File: config.mk
export PLATFORM = sky130hd
export DESIGN_NAME = fpmu_top
export DESIGN_NICKNAME = d
export VERILOG_FILES = /design/src/shared/fpmu_pkg.sv /design/src/shared/fpmu_post_if.sv /design/src/hdl/fpmu_postproc.sv /design/src/hdl/fpmu_top.sv
export SDC_FILE = /design/constraint.sdc
export NUM_CORES = 1
export LEC_CHECK = 0
export ABC_AREA = 0
export ABC_CLOCK_PERIOD_IN_PS = 8600
export BUFFER_PORTS_ARGS = -buffer_cell sky130_fd_sc_hd__buf_2
export CAP_MARGIN = 30
export CORE_ASPECT_RATIO = 2
export CORE_MARGIN = 5
export CORE_UTILIZATION = 47
export DETAILED_ROUTE_END_ITERATION = 7
export PLACE_DENSITY = 0.71
export SLEW_MARGIN = 20
export SYNTH_ARGS = -nofsm -noshare
export SYNTH_HDL_FRONTEND = slang
export SYNTH_HIERARCHICAL = 1
export SYNTH_SLANG_ARGS = --single-unit
File: constraint.sdc
create_clock -name clk_sys_i -period 8.6 [get_ports clk_sys_i]
set_input_delay 1.72 -clock clk_sys_i [delete_from_list [all_inputs] [get_ports clk_sys_i]]
set_output_delay 1.72 -clock clk_sys_i [all_outputs]
set_load 0.005 [all_outputs]
File: src/shared/fpmu_pkg.sv
// Package of constants and types for the fixed-point multiply unit
package fpmu_pkg;
  // ****************************************
  // Widths
  // ****************************************
  localparam int ACC_W = 40;
  localparam int OPND_W = 17;
  localparam int PROD_W = 34;
  localparam int DATA_W = 16;
  localparam int BYTE_W = 8;
  localparam int NUM_ACC = 4;
  localparam int ACC_IDX_W = 2;
  // Accumulator multiplier field, bits 32 down to 16
  localparam int ACC_MUL_HI = 32;
  localparam int ACC_MUL_LO = 16;
  // ****************************************
  // Opcode prefixes of the multiply forms
  // ****************************************
  localparam logic [6:0] OPC_IMM8_PFX = 7'h0F;   // 0001 111E, upper seven bits
  localparam logic [7:0] OPC_IMM16_PFX = 8'h79;  // 0111 1001
  localparam logic [7:0] OPC_COEF_PFX = 8'hD1;   // 1101 0001
  localparam logic [7:0] OPC_MEMACC_PFX = 8'hD3; // 1101 0011, ends 00SS
  // ****************************************
  // Rounding and saturation constants
  // ****************************************
  localparam logic [39:0] ROUND_ADD = 40'h0000008000;
  localparam logic [39:0] ROUND_LOW_MASK = 40'hFFFFFF0000;
  localparam logic [39:0] SAT_POS_32 = 40'h007FFFFFFF;
  localparam logic [39:0] SAT_NEG_32 = 40'hFF80000000;
  localparam logic [39:0] SAT_POS_40 = 40'h7FFFFFFFFF;
  localparam logic [39:0] SAT_NEG_40 = 40'h8000000000;
  localparam logic [39:0] ACC_RESET = 40'h0000000000;
  localparam logic [15:0] TEMP_RESET = 16'h0000;
  localparam logic [33:0] SATURATE_ON_MULTIPLY_BIT_CORNER = 34'h080000000; // 0x8000 squared, shifted
  // ****************************************
  // Multiply forms
  // ****************************************
  typedef enum logic [2:0] {
    FPMU_OP_NONE,
    FPMU_OP_TEMP,      // accumulator high times temporary register
    FPMU_OP_IMM8,      // accumulator high times byte immediate
    FPMU_OP_IMM16,     // accumulator high times halfword immediate
    FPMU_OP_MEM_COEF,  // data memory times coefficient
    FPMU_OP_MEM_ACC,   // data memory times accumulator high
    FPMU_OP_MEM_IMM8   // data memory times byte immediate
  } fpmu_op_type;
endpackage

File: src/shared/fpmu_post_if.sv
// Interface carrying a raw product and its post-processing controls
`timescale 1ns/1ps
interface fpmu_post_if;
  import fpmu_pkg::*;
  logic [PROD_W-1:0] raw_prod;
  logic fractional_mode_bit;
  logic forty_bit_mode_bit;
  logic rounding_mode_bit;
  logic datapath_saturation_bit;
  logic saturate_on_multiply_bit;
  logic round_req;
  logic ovf_enable;
  logic [ACC_W-1:0] result;
  logic overflow;
  modport core (output raw_prod, fractional_mode_bit, forty_bit_mode_bit, rounding_mode_bit,
    datapath_saturation_bit, saturate_on_multiply_bit, round_req, ovf_enable,
    input result, overflow);
  modport post (input raw_prod, fractional_mode_bit, forty_bit_mode_bit, rounding_mode_bit,
    datapath_saturation_bit, saturate_on_multiply_bit, round_req, ovf_enable,
    output result, overflow);
endinterface
File: src/hdl/fpmu_postproc.sv
// Combinational post-processing of a raw signed product
`timescale 1ns/1ps
module fpmu_postproc (
  fpmu_post_if.post pp  // Product in, processed result out
);
  import fpmu_pkg::*;

  logic [PROD_W-1:0] shifted;
  logic [ACC_W-1:0] extended;
  logic [ACC_W-1:0] rounded;
  logic saturate_on_multiply_bit_hit;
  logic ovf32;
  logic ovf40;

  // Fractional shift, then 40-bit sign extension, then rounding
  always_comb begin
    shifted = pp.fractional_mode_bit ? {pp.raw_prod[PROD_W-2:0], 1'b0} : pp.raw_prod;
    // Saturate-on-multiply clamps the one fractional corner case
    saturate_on_multiply_bit_hit = pp.ovf_enable && pp.saturate_on_multiply_bit && pp.fractional_mode_bit
      && (shifted == SATURATE_ON_MULTIPLY_BIT_CORNER);
    extended = {{(ACC_W-32){shifted[31]}}, shifted[31:0]};
    if (saturate_on_multiply_bit_hit) begin
      extended = SAT_POS_32;
    end
    rounded = extended;
    if (pp.round_req) begin
      // Unbiased mode clears the low bit on an exact tie
      rounded = (extended + ROUND_ADD) & ROUND_LOW_MASK;
      if (pp.rounding_mode_bit && (extended[15:0] == 16'h8000)) begin
        rounded[16] = 1'b0;
      end
    end
  end

  // Overflow detection on 32 or 40 bits, then saturation
  always_comb begin
    ovf32 = (rounded[39:31] != {9{rounded[31]}});
    ovf40 = pp.round_req && !extended[39] && rounded[39]; // Carry into bit 39
    pp.overflow = pp.ovf_enable && (pp.forty_bit_mode_bit ? ovf40 : ovf32);
    pp.result = rounded;
    if (pp.overflow && pp.datapath_saturation_bit) begin
      if (pp.forty_bit_mode_bit) begin
        pp.result = extended[39] ? SAT_NEG_40 : SAT_POS_40;
      end else begin
        pp.result = rounded[39] ? SAT_NEG_32 : SAT_POS_32;
      end
    end
  end
endmodule

File: src/hdl/fpmu_top.sv
// Single-cycle fixed-point multiply unit with accumulator file
// ****************************************
// Summary of operation
// - Temp form multiplies source accumulator bits 32-16 by sign-extended temp.
// - Fractional mode shifts raw product left one bit first.
// - Product is sign-extended from 32 to 40 bits.
// - Rounding happens only on request, method picked by rounding mode.
// - Forty-bit mode picks overflow check; overflow sets destination flag.
// - On overflow, saturation mode decides whether accumulator saturates.
// - Saturate-on-multiply bit governs the multiplication overflow case.
// - Byte immediate form, prefix 0001 111E, accumulator times byte constant.
// - Byte-constant forms never detect overflow, saturate or touch flags.
// - Halfword immediate form, prefix 0111 1001, accumulator times constant.
// - Coefficient form, prefix 1101 0001, memory times coefficient operand.
// - Memory forms may copy the data operand into third temp register.
// - Memory-accumulator form, ending 00SS, updates destination overflow flag.
// - Every form completes in one cycle and may be repeated.
// - Legacy mode gives compatible results when forty-bit mode is clear.
// ****************************************
`timescale 1ns/1ps
module fpmu_top (
  input wire logic clk_sys_i,                                     // Core clock
  input wire logic resetn_i,                                      // Async reset, low
  input wire logic issue_i,                                       // Instruction valid
  input wire fpmu_pkg::fpmu_op_type op_i,                         // Multiply form
  input wire logic [7:0] opcode_i,                                // First opcode byte
  input wire logic round_i,                                       // Rounding keyword
  input wire logic t3_write_i,                                    // Copy data to temp 3
  input wire logic [fpmu_pkg::ACC_IDX_W-1:0] src_sel_i,           // Source accumulator
  input wire logic [fpmu_pkg::ACC_IDX_W-1:0] dst_sel_i,           // Destination
  input wire logic [fpmu_pkg::DATA_W-1:0] temp_i,                 // Temporary register
  input wire logic [fpmu_pkg::BYTE_W-1:0] byte_immediate_i,       // 8-bit constant
  input wire logic [fpmu_pkg::DATA_W-1:0] halfword_immediate_i,   // 16-bit constant
  input wire logic [fpmu_pkg::DATA_W-1:0] data_operand_i,         // Data memory word
  input wire logic [fpmu_pkg::DATA_W-1:0] coef_operand_i,         // Coefficient word
  input wire logic fractional_mode_bit_i,                         // Fractional mode
  input wire logic forty_bit_mode_bit_i,                          // 40-bit mode
  input wire logic rounding_mode_bit_i,                           // Rounding method
  input wire logic datapath_saturation_bit_i,                     // Saturate on overflow
  input wire logic saturate_on_multiply_bit_i,                    // Multiply saturation
  input wire logic legacy_compat_mode_bit_i,                      // Legacy mode
  input wire logic flag_clear_i,                                  // Clear selected flag
  input wire logic [fpmu_pkg::ACC_IDX_W-1:0] flag_clear_sel_i,    // Flag to clear
  input wire logic acc_load_i,                                    // Load accumulator
  input wire logic [fpmu_pkg::ACC_W-1:0] acc_load_data_i,         // Load value
  output logic [fpmu_pkg::ACC_W-1:0] acc0_o,                      // Accumulator 0
  output logic [fpmu_pkg::ACC_W-1:0] acc1_o,                      // Accumulator 1
  output logic [fpmu_pkg::ACC_W-1:0] acc2_o,                      // Accumulator 2
  output logic [fpmu_pkg::ACC_W-1:0] acc3_o,                      // Accumulator 3
  output logic [fpmu_pkg::NUM_ACC-1:0] dest_accum_overflow_flag_o, // Overflow flags
  output logic [fpmu_pkg::DATA_W-1:0] third_temp_register_o,      // Temp 3
  output logic done_o,                                            // Result written
  output logic illegal_o                                          // Opcode mismatch
);
  import fpmu_pkg::*;

  // ****************************************
  // Storage and local signals
  // ****************************************
  logic [ACC_W-1:0] acc [NUM_ACC];
  logic [NUM_ACC-1:0] ovf_flag;
  logic [DATA_W-1:0] third_temp_register;
  logic done;
  logic illegal;
  logic [OPND_W-1:0] opnd_a;
  logic [OPND_W-1:0] opnd_b;
  logic [ACC_W-1:0] src_acc;
  logic [ACC_W-1:0] dst_acc;
  logic opcode_ok;
  logic is_mult;
  logic is_mem;
  logic ovf_forms;
  logic write_en;
  logic signed [PROD_W-1:0] mul_a;
  logic signed [PROD_W-1:0] mul_b;
  fpmu_post_if pp ();

  assign src_acc = acc[src_sel_i];
  assign dst_acc = acc[dst_sel_i];

  // Operand selection and sign extension to 17 bits
  always_comb begin
    opnd_a = src_acc[ACC_MUL_HI:ACC_MUL_LO];
    opnd_b = '0;
    case (op_i)
      FPMU_OP_TEMP: begin
        opnd_b = {temp_i[DATA_W-1], temp_i};
      end
      FPMU_OP_IMM8: begin
        opnd_b = {{(OPND_W-BYTE_W){byte_immediate_i[BYTE_W-1]}}, byte_immediate_i};
      end
      FPMU_OP_IMM16: begin
        opnd_b = {halfword_immediate_i[DATA_W-1], halfword_immediate_i};
      end
      FPMU_OP_MEM_COEF: begin
        opnd_a = {data_operand_i[DATA_W-1], data_operand_i};
        opnd_b = {coef_operand_i[DATA_W-1], coef_operand_i};
      end
      FPMU_OP_MEM_ACC: begin
        opnd_b = {data_operand_i[DATA_W-1], data_operand_i};
      end
      FPMU_OP_MEM_IMM8: begin
        opnd_a = {data_operand_i[DATA_W-1], data_operand_i};
        opnd_b = {{(OPND_W-BYTE_W){byte_immediate_i[BYTE_W-1]}}, byte_immediate_i};
      end
      default: begin
        opnd_b = '0;
      end
    endcase
  end

  // Opcode prefix check for forms with a fixed prefix
  always_comb begin
    case (op_i)
      FPMU_OP_IMM8: opcode_ok = (opcode_i[7:1] == OPC_IMM8_PFX);
      FPMU_OP_IMM16: opcode_ok = (opcode_i == OPC_IMM16_PFX);
      FPMU_OP_MEM_COEF: opcode_ok = (opcode_i == OPC_COEF_PFX);
      FPMU_OP_MEM_ACC: opcode_ok = (opcode_i == OPC_MEMACC_PFX);
      default: opcode_ok = 1'b1;
    endcase
  end

  assign is_mult = issue_i && (op_i != FPMU_OP_NONE);
  assign write_en = is_mult && opcode_ok;
  assign is_mem = (op_i == FPMU_OP_MEM_COEF) || (op_i == FPMU_OP_MEM_ACC)
    || (op_i == FPMU_OP_MEM_IMM8);
  // Byte-constant forms never flag or saturate
  assign ovf_forms = (op_i != FPMU_OP_IMM8) && (op_i != FPMU_OP_MEM_IMM8);

  // ****************************************
  // Multiplier core and post-processing
  // ****************************************
  // Legacy mode needs no extra path: 32-bit checks already match old results
  // Widen before multiplying: a product sized by its 17-bit operands loses its top half
  assign mul_a = PROD_W'($signed(opnd_a));
  assign mul_b = PROD_W'($signed(opnd_b));
  assign pp.raw_prod = mul_a * mul_b;
  assign pp.fractional_mode_bit = fractional_mode_bit_i;
  assign pp.forty_bit_mode_bit = forty_bit_mode_bit_i;
  assign pp.rounding_mode_bit = rounding_mode_bit_i;
  assign pp.datapath_saturation_bit = datapath_saturation_bit_i && ovf_forms;
  assign pp.saturate_on_multiply_bit = saturate_on_multiply_bit_i;
  assign pp.round_req = round_i;
  assign pp.ovf_enable = ovf_forms;

  fpmu_postproc u_post (
    .pp(pp.post)
  );

  // ****************************************
  // Architectural state updates
  // ****************************************
  // Accumulator write, one cycle per form; multiply wins over a load
  always_ff @(posedge clk_sys_i or negedge resetn_i) begin
    if (!resetn_i) begin
      for (int i = 0; i < NUM_ACC; i++) begin
        acc[i] <= ACC_RESET;
      end
    end else if (write_en) begin
      acc[dst_sel_i] <= pp.result;
    end else if (acc_load_i) begin
      acc[dst_sel_i] <= acc_load_data_i;
    end
  end

  // Sticky overflow flags: a new overflow beats a clear in the same cycle
  always_ff @(posedge clk_sys_i or negedge resetn_i) begin
    if (!resetn_i) begin
      ovf_flag <= '0;
    end else begin
      for (int i = 0; i < NUM_ACC; i++) begin
        if (write_en && pp.overflow && (dst_sel_i == ACC_IDX_W'(i))) begin
          ovf_flag[i] <= 1'b1;
        end else if (flag_clear_i && (flag_clear_sel_i == ACC_IDX_W'(i))) begin
          ovf_flag[i] <= 1'b0;
        end
      end
    end
  end

  // Optional copy of the data operand into temp 3
  always_ff @(posedge clk_sys_i or negedge resetn_i) begin
    if (!resetn_i) begin
      third_temp_register <= TEMP_RESET;
    end else if (write_en && is_mem && t3_write_i) begin
      third_temp_register <= data_operand_i;
    end
  end

  // Completion and mismatch strobes
  always_ff @(posedge clk_sys_i or negedge resetn_i) begin
    if (!resetn_i) begin
      done <= 1'b0;
      illegal <= 1'b0;
    end else begin
      done <= write_en;
      illegal <= is_mult && !opcode_ok;
    end
  end

  assign acc0_o = acc[0];
  assign acc1_o = acc[1];
  assign acc2_o = acc[2];
  assign acc3_o = acc[3];
  assign dest_accum_overflow_flag_o = ovf_flag;
  assign third_temp_register_o = third_temp_register;
  assign done_o = done;
  assign illegal_o = illegal;
endmodule

==> impl_metrics.toml, run 1 <==
[critical_path]
critPathKind = "input pin to flip-flop"
cp-end-kind = "flip-flop"
cp.arrival_ns = 10.36
cp_slowest_cell = "fa_1"
cp_common_cell = "fa_1"
worstPathRequired_ns = 8.94
r2r.worst_path.cells = 32
critPathLaunchType = "input pin"
reg2reg_setup_slack_ns = -0.33
cpPeakStageDelay_ns = 0.57
reg2reg_from = "acc1_o[32]"
rr_endpoint = "acc1_o[26]"
path_max_fanout = 8

[global_routing]
antenna_found_initial = 3
grt_pass1_vias = 21451
track_usage_pct = 31.5
overflow = 0
grt_pass1_wl_um = 120000
grt_max_degree = 100

[flow_run]
cap_violations = 0

[timing]
final_hold_viol_count = 0
hold_slack_ns = 0.499
post-route-worst-setup-slack_ns = -1.42
worstMarginPinSlew_ns = 0.806
skew_ns = 0.0216
setup_viol_count_final = 164
min_period_over_period_pct = 117
max_freq_mhz = 99.8
drv_slew = 0
fin_crit_ns = 10.02
rsz0062_at_grt = "yes"
slew_headroom_pct = 46.3

[clock_tree]
cts_buffers = 17
clock_latency_ns = 0.47
clk_pin_slew_ns = 0.07
cts_root_buf = "clkbuf_16"
htree_levels = 4
clock_path_buffers = 2
clock_sinks = 182
cts_tree = "built"

[floorplanning]
dieWidth_um = 159
io_pins = 324
die_height_um = 308
die_area_sq_um = 49100
start_util_pct = 47.4
coreArea_sq_um = 44200
rows = 109

[place]
place_congestion = 0.983
port_buffers = 322
hpwl_um = 63400

[synth]
yosys_warnings = 6
syn_avg_cell_area_sq_um = 9.90
syn_area_sq_um = 20900
syn_inst = 2115
syn_nets = 2638

[outcome]
status = "finished with violations"
violations = "negative setup slack"

[final_layout]
seqCellArea_sq_um = 4550
fillers = 3402
final_layout_size_suffix_gt1_share_pct = 43.9
nNetsFinal = 3391
multiInputGateArea_sq_um = 16200
area_delta_synth_final_pct = 41.1

[drt]
ant_nets = 0
drtPass1Iterations = 8
wl_um = 78800
routed_via_density = 5.61
wire_per_inst_um = 22.9
drc = 0
drt-initial-drc-count = 1089
vias = 19291

[worst_hold_path]
hp-class = "flip-flop to flip-flop"
hold_depth = 1
hold_end = "acc1_o[13]"
min_from = "acc1_o[13]"
[repair_timing]
action | in CTS | in global routing
hold buffers | 0 | 0
endpoints found under the setup margin | 164 | 164
pin swaps | 94 | 94
resized for setup | 274 | 72
buffers inserted | 66 | 20
gates cloned | 7 | 1
[how the worst max path moves through the flow]
stage	to	start	slack, ns	cells after the start
floorplan	acc0_o[19]	src_sel_i[0]	-1.54	34
global placement	acc2_o[13]	src_sel_i[0]	-2.06	35
detailed placement	acc0_o[21]	src_sel_i[0]	-2.17	32
CTS	acc0_o[29]	src_sel_i[1]	-1.31	35
global route	acc0_o[29]	op_i[0]	-1.63	33
finish	acc1_o[26]	op_i[0]	-1.42	32
[worst max-delay path: cells and delay by family]
kind            cells  cell delay, ns
buf+inv             6            0.54
fa+ha+maj           7            3.46
mux                 3            0.80
compound gates      9            1.62
xor+xnor            1            0.10
simple gates        6            2.10
[area by class of cell]
type / count / share of cell area, %
Antenna cell: 1 / 0.00847
Clock buffer: 18 / 1.45
Clock inverter: 14 / 0.572
Inverter: 337 / 4.28
Multi-Input combinational cell: 1500 / 54.8
Sequential cell: 182 / 15.4
Tap cell: 555 / 2.35
Timing Repair Buffer: 830 / 21.1
[sequential cells by signal (all words and copies together) (netlist names)]
signal,flops
acc1_o,40
illegal_o,1
acc3_o,40
acc0_o,40
acc2_o,40
done_o,1
third_temp_register_o,16
dest_accum_overflow_flag_o,4
[per-layer routing]
metal  share of wire (%)  vias to the layer above  GRT usage [%]
met5               0.027                        -              0
met4                 9.5                        4           23.6
met3                 4.5                      350           4.85
met2                  55                      796           59.3
met1                  31                     9778           30.5
li1                    -                     8363              -
[cell usage in the layout, fill, tap and decap left out, types with 16 or more instances in the layout]
cell type	instances
buf_4	424
inv_1	317
buf_2	316
fa_1	281
nor2_1	191
dfrtp_1	182
nand2_1	164
mux2_4	118
ha_1	73
mux2_1	62
mux2_2	52
a21oi_1	46
buf_6	45
o21ai_0	41
buf_12	34
nand2b_1	27
mux2i_1	21
nor2b_1	20
o21ai_1	19
inv_2	19
clkbuf_16	17
a21o_1	16
nand2_2	16
[stage by stage]
stage	instance area, sq um	std cells	setup TNS (ns)	util (%)	worst slack [ns]
2_1_floorplan	21600	2115	-199.87	-	-1.54
3_3_place_gp	26600	3311	-320.76	60.2	-2.06
3_5_place_dp	26600	3311	-327.67	60.2	-2.17
4_1_cts	29100	3416	-199.98	65.8	-1.31
5_1_grt	29500	3436	-252.66	66.8	-1.63
6_report	29500	3437	-216.58	66.9	-1.42
Power of run 1 is left out: the tool's default activity adds up to more than one toggle a clock period on the data nets, which glitch-free logic cannot reach.
==> run 2: changes to the inputs <==
- ABC_CLOCK_PERIOD_IN_PS: 8600 -> 10800
- PLACE_DENSITY: 0.71 -> 0.68
- clock period: 8.6 -> 10.8 ns (I/O delays scaled with it)
==> run 2 against run 1 <==
Net effect:
- the flow now finishes without violations
- largest cell class unchanged
- critical endpoint is now acc1_o[24]
- clock skew shrank 0.0067 ns
- register-to-register slack gained 2.1 ns
- non-clock buffer count shrank 137
==> impl_metrics.toml, run 2 (synthesis gave the netlist of run 1 again) <==
[outcome]
status = "finished clean"

[critical_path]
critPathBufInv = 7
path_delay_family = "adder cells"
cpPeakStageDelay_ns = 0.57
critPathLaunchType = "input pin"
cp-end-kind = "flip-flop"
critPathKind = "input pin to flip-flop"
cp.arrival_ns = 11.00
path_max_fanout = 8
worstPathRequired_ns = 11.14
cp_slowest_cell = "mux4_2"
cp_common_cell = "fa_1"

[clock_tree]
clock_latency_ns = 0.45
cts_tree = "built"
cts_root_buf = "clkbuf_16"
cts_buffers = 17
clock_path_buffers = 2
clock_sinks = 182
htree_levels = 4
clk_pin_slew_ns = 0.08

[timing]
max_freq_mhz = 93.8
setup_viol_count_final = 0
fin_crit_ns = 10.66
hold_slack_ns = 0.490
slew_headroom_pct = 42.7
final_hold_viol_count = 0
worstMarginPinSlew_ns = 0.860
skew_ns = 0.0149
min_period_over_period_pct = 98.7
drv_slew = 0

[floorplanning]
die_height_um = 308
start_util_pct = 47.4
dieWidth_um = 159
die_area_sq_um = 49100
rows = 109
coreArea_sq_um = 44200
io_pins = 324

[global_routing]
antenna_found_initial = 7
overflow = 0
grt_pass1_wl_um = 108000
grt_pass1_vias = 20060
track_usage_pct = 28.0
grt_max_degree = 69

[drt]
drtPass1Iterations = 7
routed_via_density = 5.46
drt-initial-drc-count = 928
drc = 0
ant_nets = 0
wire_per_inst_um = 21.2
wl_um = 69900
vias = 18026

[final_layout]
nNetsFinal = 3254
final_layout_size_suffix_gt1_share_pct = 34.7
finish.cell_count_without_fillers = 3300
final_common_cell = "buf_4"
fillers = 3706
area_delta_synth_final_pct = 30.0
most-common-layout-cells = "buf_4 (334), inv_1 (332), buf_2 (316), fa_1 (293), nor2_1 (201)"
utilization_pct = 61.6

[worst_hold_path]
hp-class = "flip-flop to flip-flop"

[place]
dp_cells = 3237
port_buffers = 322
hpwl_um = 59200
place_congestion = 0.966

[flow_run]
cap_violations = 0
[run 2: cell types whose count changed in the layout (fill, tap and decap cells not counted), moves of 15 or more]
cell and change:
mux2_4 -108, buf_4 -90, mux2_1 +66, mux2_2 +42, buf_6 -34, nand2_1 +16, inv_1 +15, inv_2 -15
[run 2: layer usage]
layer | global-route usage, % | routed length [um] | vias up
met5 | 0 | 40 | -
met4 | 19.5 | 5750 | 6
met3 | 4.36 | 2730 | 231
met2 | 52.8 | 38100 | 534
li1 | - | - | 8100
met1 | 27.7 | 23300 | 9155
[run 2: area by class of cell]
| class | count | area [sq um] | share of cell area, % |
|---|---|---|---|
| timing repair buffer | 693 | 4830 | 17.8 |
| sequential | 182 | 4550 | 16.7 |
| tap | 555 | 694 | 2.55 |
| multi-input combinational | 1500 | 15300 | 56.1 |
| antenna | 2 | 5.00 | 0.0184 |
| inverter | 337 | 1260 | 4.65 |
| clock inverter | 14 | 180 | 0.662 |
| clock buffer | 17 | 425 | 1.56 |
[run 2: repair_timing]
item | CTS | global route
setup buffers | 4 | 28
hold buffers | 0 | 0
setup endpoints to repair | 164 | 164
hold endpoints to repair | 0 | 0
gates resized for setup | 36 | 81
pin swaps | 16 | 40
[run 2: path summary, 6_finish.rpt]
kind	from	endpoint	slack, ns	cells past startpoint
setup / recovery	src_sel_i[0]	acc1_o[24]	0.14	32
hold / removal	dest_accum_overflow_flag_o[3]	dest_accum_overflow_flag_o[3]	0.49	2
max in group asynchronous	resetn_i	third_temp_register_o[13]	7.06	3
min in group asynchronous	resetn_i	acc3_o[8]	1.64	1
hold reg to reg	dest_accum_overflow_flag_o[3]	dest_accum_overflow_flag_o[3]	0.49	2
setup reg to reg	acc3_o[29]	acc1_o[24]	1.75	30
[run 2: tightest hold or removal path, cell delays in order, from the launching register on]
cell and delay [ns]:
dfrtp_1 0.35, nand2_1 0.05, nand2_1 0.05
[run 2: per-stage QoR]
step | area (sq um) | TNS [ns] | setup slack, ns
finish | 27200 | 0 | 0.140
global route | 27200 | -0.431 | -0.0342
CTS | 26600 | 0 | 0.000521
detailed placement | 25800 | -115.76 | -0.934
global placement | 25800 | -113.80 | -0.913
floorplan | 21200 | 0 | 0.0124
Power of run 2 is left out for the same reason.
==> run 3: changes to the inputs <==
- ABC_CLOCK_PERIOD_IN_PS: 10800 -> 13800
- clock period: 10.8 -> 13.8 ns (I/O delays scaled with it)
==> run 3 against run 2 <==
Net effect:
- core utilization down 7.4 points
- routed wire length down 1.8%
- largest cell class unchanged
- worst hold slack worse by 0.0038 ns
- via count down 6.1%
- setup slack better by 0.88 ns
- first-iteration DRC count up 31%
- cell count down 9.1%
- highest routed layer unchanged
- die area unchanged
==> impl_metrics.toml, run 3 (synthesis gave the netlist of run 1 again) <==
[global_routing]
grt_pass1_vias = 18750
antenna_found_initial = 8
track_usage_pct = 28.0
grt_max_degree = 67
overflow = 0
grt_pass1_wl_um = 107000

[critical_path]
cpPeakStageDelay_ns = 0.61
cp_slowest_cell = "or4b_1"
critPathLaunchType = "input pin"
path_delay_family = "adder cells"
critPathBufInv = 8
worstPathRequired_ns = 14.13
path_max_fanout = 27
critPathKind = "input pin to flip-flop"
cp-end-kind = "flip-flop"
cp.arrival_ns = 13.12
cp_common_cell = "fa_1"

[timing]
final_hold_viol_count = 0
tns_ns = 0
slew_headroom_pct = 40.7
fin_crit_ns = 12.78
drv_slew = 0
min_period_over_period_pct = 92.6
skew_ns = 0.0127
setup_viol_count_final = 0
worstMarginPinSlew_ns = 0.887
max_freq_mhz = 78.2
rsz0062_at_grt = "no"

[final_layout]
seqCellArea_sq_um = 4550
multiInputGateArea_sq_um = 14700
fin_area_sq_um = 23900
area_delta_synth_final_pct = 14.4
nNetsFinal = 2949
fillers = 4023
most-common-layout-cells = "inv_1 (335), buf_2 (321), fa_1 (296), nor2_1 (205), nand2_1 (184)"
final_layout_size_suffix_gt1_share_pct = 23.2
final_common_cell = "inv_1"

[place]
placed_area_sq_um = 23300
port_buffers = 322
hpwl_um = 57400
place_congestion = 0.983

[clock_tree]
cts_tree = "built"
clock_latency_ns = 0.46
clk_pin_slew_ns = 0.07
cts_setup_buffers = 0
htree_levels = 4
cts-resized-gates = 0
cts_buffers = 17
clock_path_buffers = 2
cts_root_buf = "clkbuf_16"
clock_sinks = 182
ctsHoldBuffers = 0

[floorplanning]
die_height_um = 308
start_util_pct = 47.4
dieWidth_um = 159
die_area_sq_um = 49100
coreArea_sq_um = 44200
rows = 109
io_pins = 324

[drt]
wire_per_inst_um = 22.9
wl_um = 68600
vias = 16923
drtPass1Iterations = 5
drt-initial-drc-count = 1212
drc = 0
routed_via_density = 5.64
ant_nets = 0

[flow_run]
cap_violations = 0

[worst_hold_path]
hp-class = "flip-flop to flip-flop"

[outcome]
status = "finished clean"
-- run 3: changes by cell type in the layout (fill, tap and decap cells not counted), moves of 6 or more --
cell / before / now
a21oi_1: 54 / 61
a21oi_2: 7 / 0
buf_12: 28 / 0
buf_4: 334 / 65
buf_6: 11 / 1
ha_1: 78 / 85
ha_4: 7 / 0
mux2_4: 10 / 0
mux2i_1: 24 / 32
o21ai_0: 55 / 61
-- run 3: final cells by class --
cell class              count  share of cell area, %
multi-input cells        1500                   61.4
clock buffers              18                   1.79
clock inverters            14                  0.669
well taps                 555                   2.90
diodes                      5                 0.0523
inverters                 337                   5.28
repair buffers            388                   8.86
flip-flops and latches    182                   19.0
-- run 3: layer usage --
layer	vias up	global-route usage (%)	part of all wire, %
li1	7468	-	-
met1	8575	29.0	33
met2	680	52.2	54
met3	196	5.56	6.4
met4	4	15.6	6.8
met5	-	0	0.031
-- run 3: path summary, 6_finish.rpt --
check	startpoint	to	slack (ns)	depth (start not counted)
max reg2reg	acc3_o[32]	acc2_o[24]	3.59	30
min reg2reg	dest_accum_overflow_flag_o[3]	dest_accum_overflow_flag_o[3]	0.49	2
min	dest_accum_overflow_flag_o[3]	dest_accum_overflow_flag_o[3]	0.49	2
min in group asynchronous	resetn_i	acc0_o[11]	2.27	1
max in group asynchronous	resetn_i	third_temp_register_o[10]	9.49	3
max	op_i[0]	acc2_o[24]	1.02	33
-- run 3: tightest hold or removal path: stages (launching register included) --
cell     delay (ns)
dfrtp_1        0.35
nand2_1        0.05
nand2_1        0.05
-- run 3: through the flow --
step | utilization (%) | hold slack [ns] | cells | worst slack, ns
4_1_cts | 54.2 | 0.484 | 2994 | 1.10
5_1_grt | 54.2 | 0.504 | 2996 | 0.673
3_5_place_dp | 52.8 | 0.462 | 2962 | 0.658
2_1_floorplan | - | 0.467 | 2115 | 1.59
3_3_place_gp | 52.8 | 0.466 | 2961 | 0.750
6_report | 54.2 | 0.486 | 2999 | 1.02
Power of run 3 is left out for the same reason.
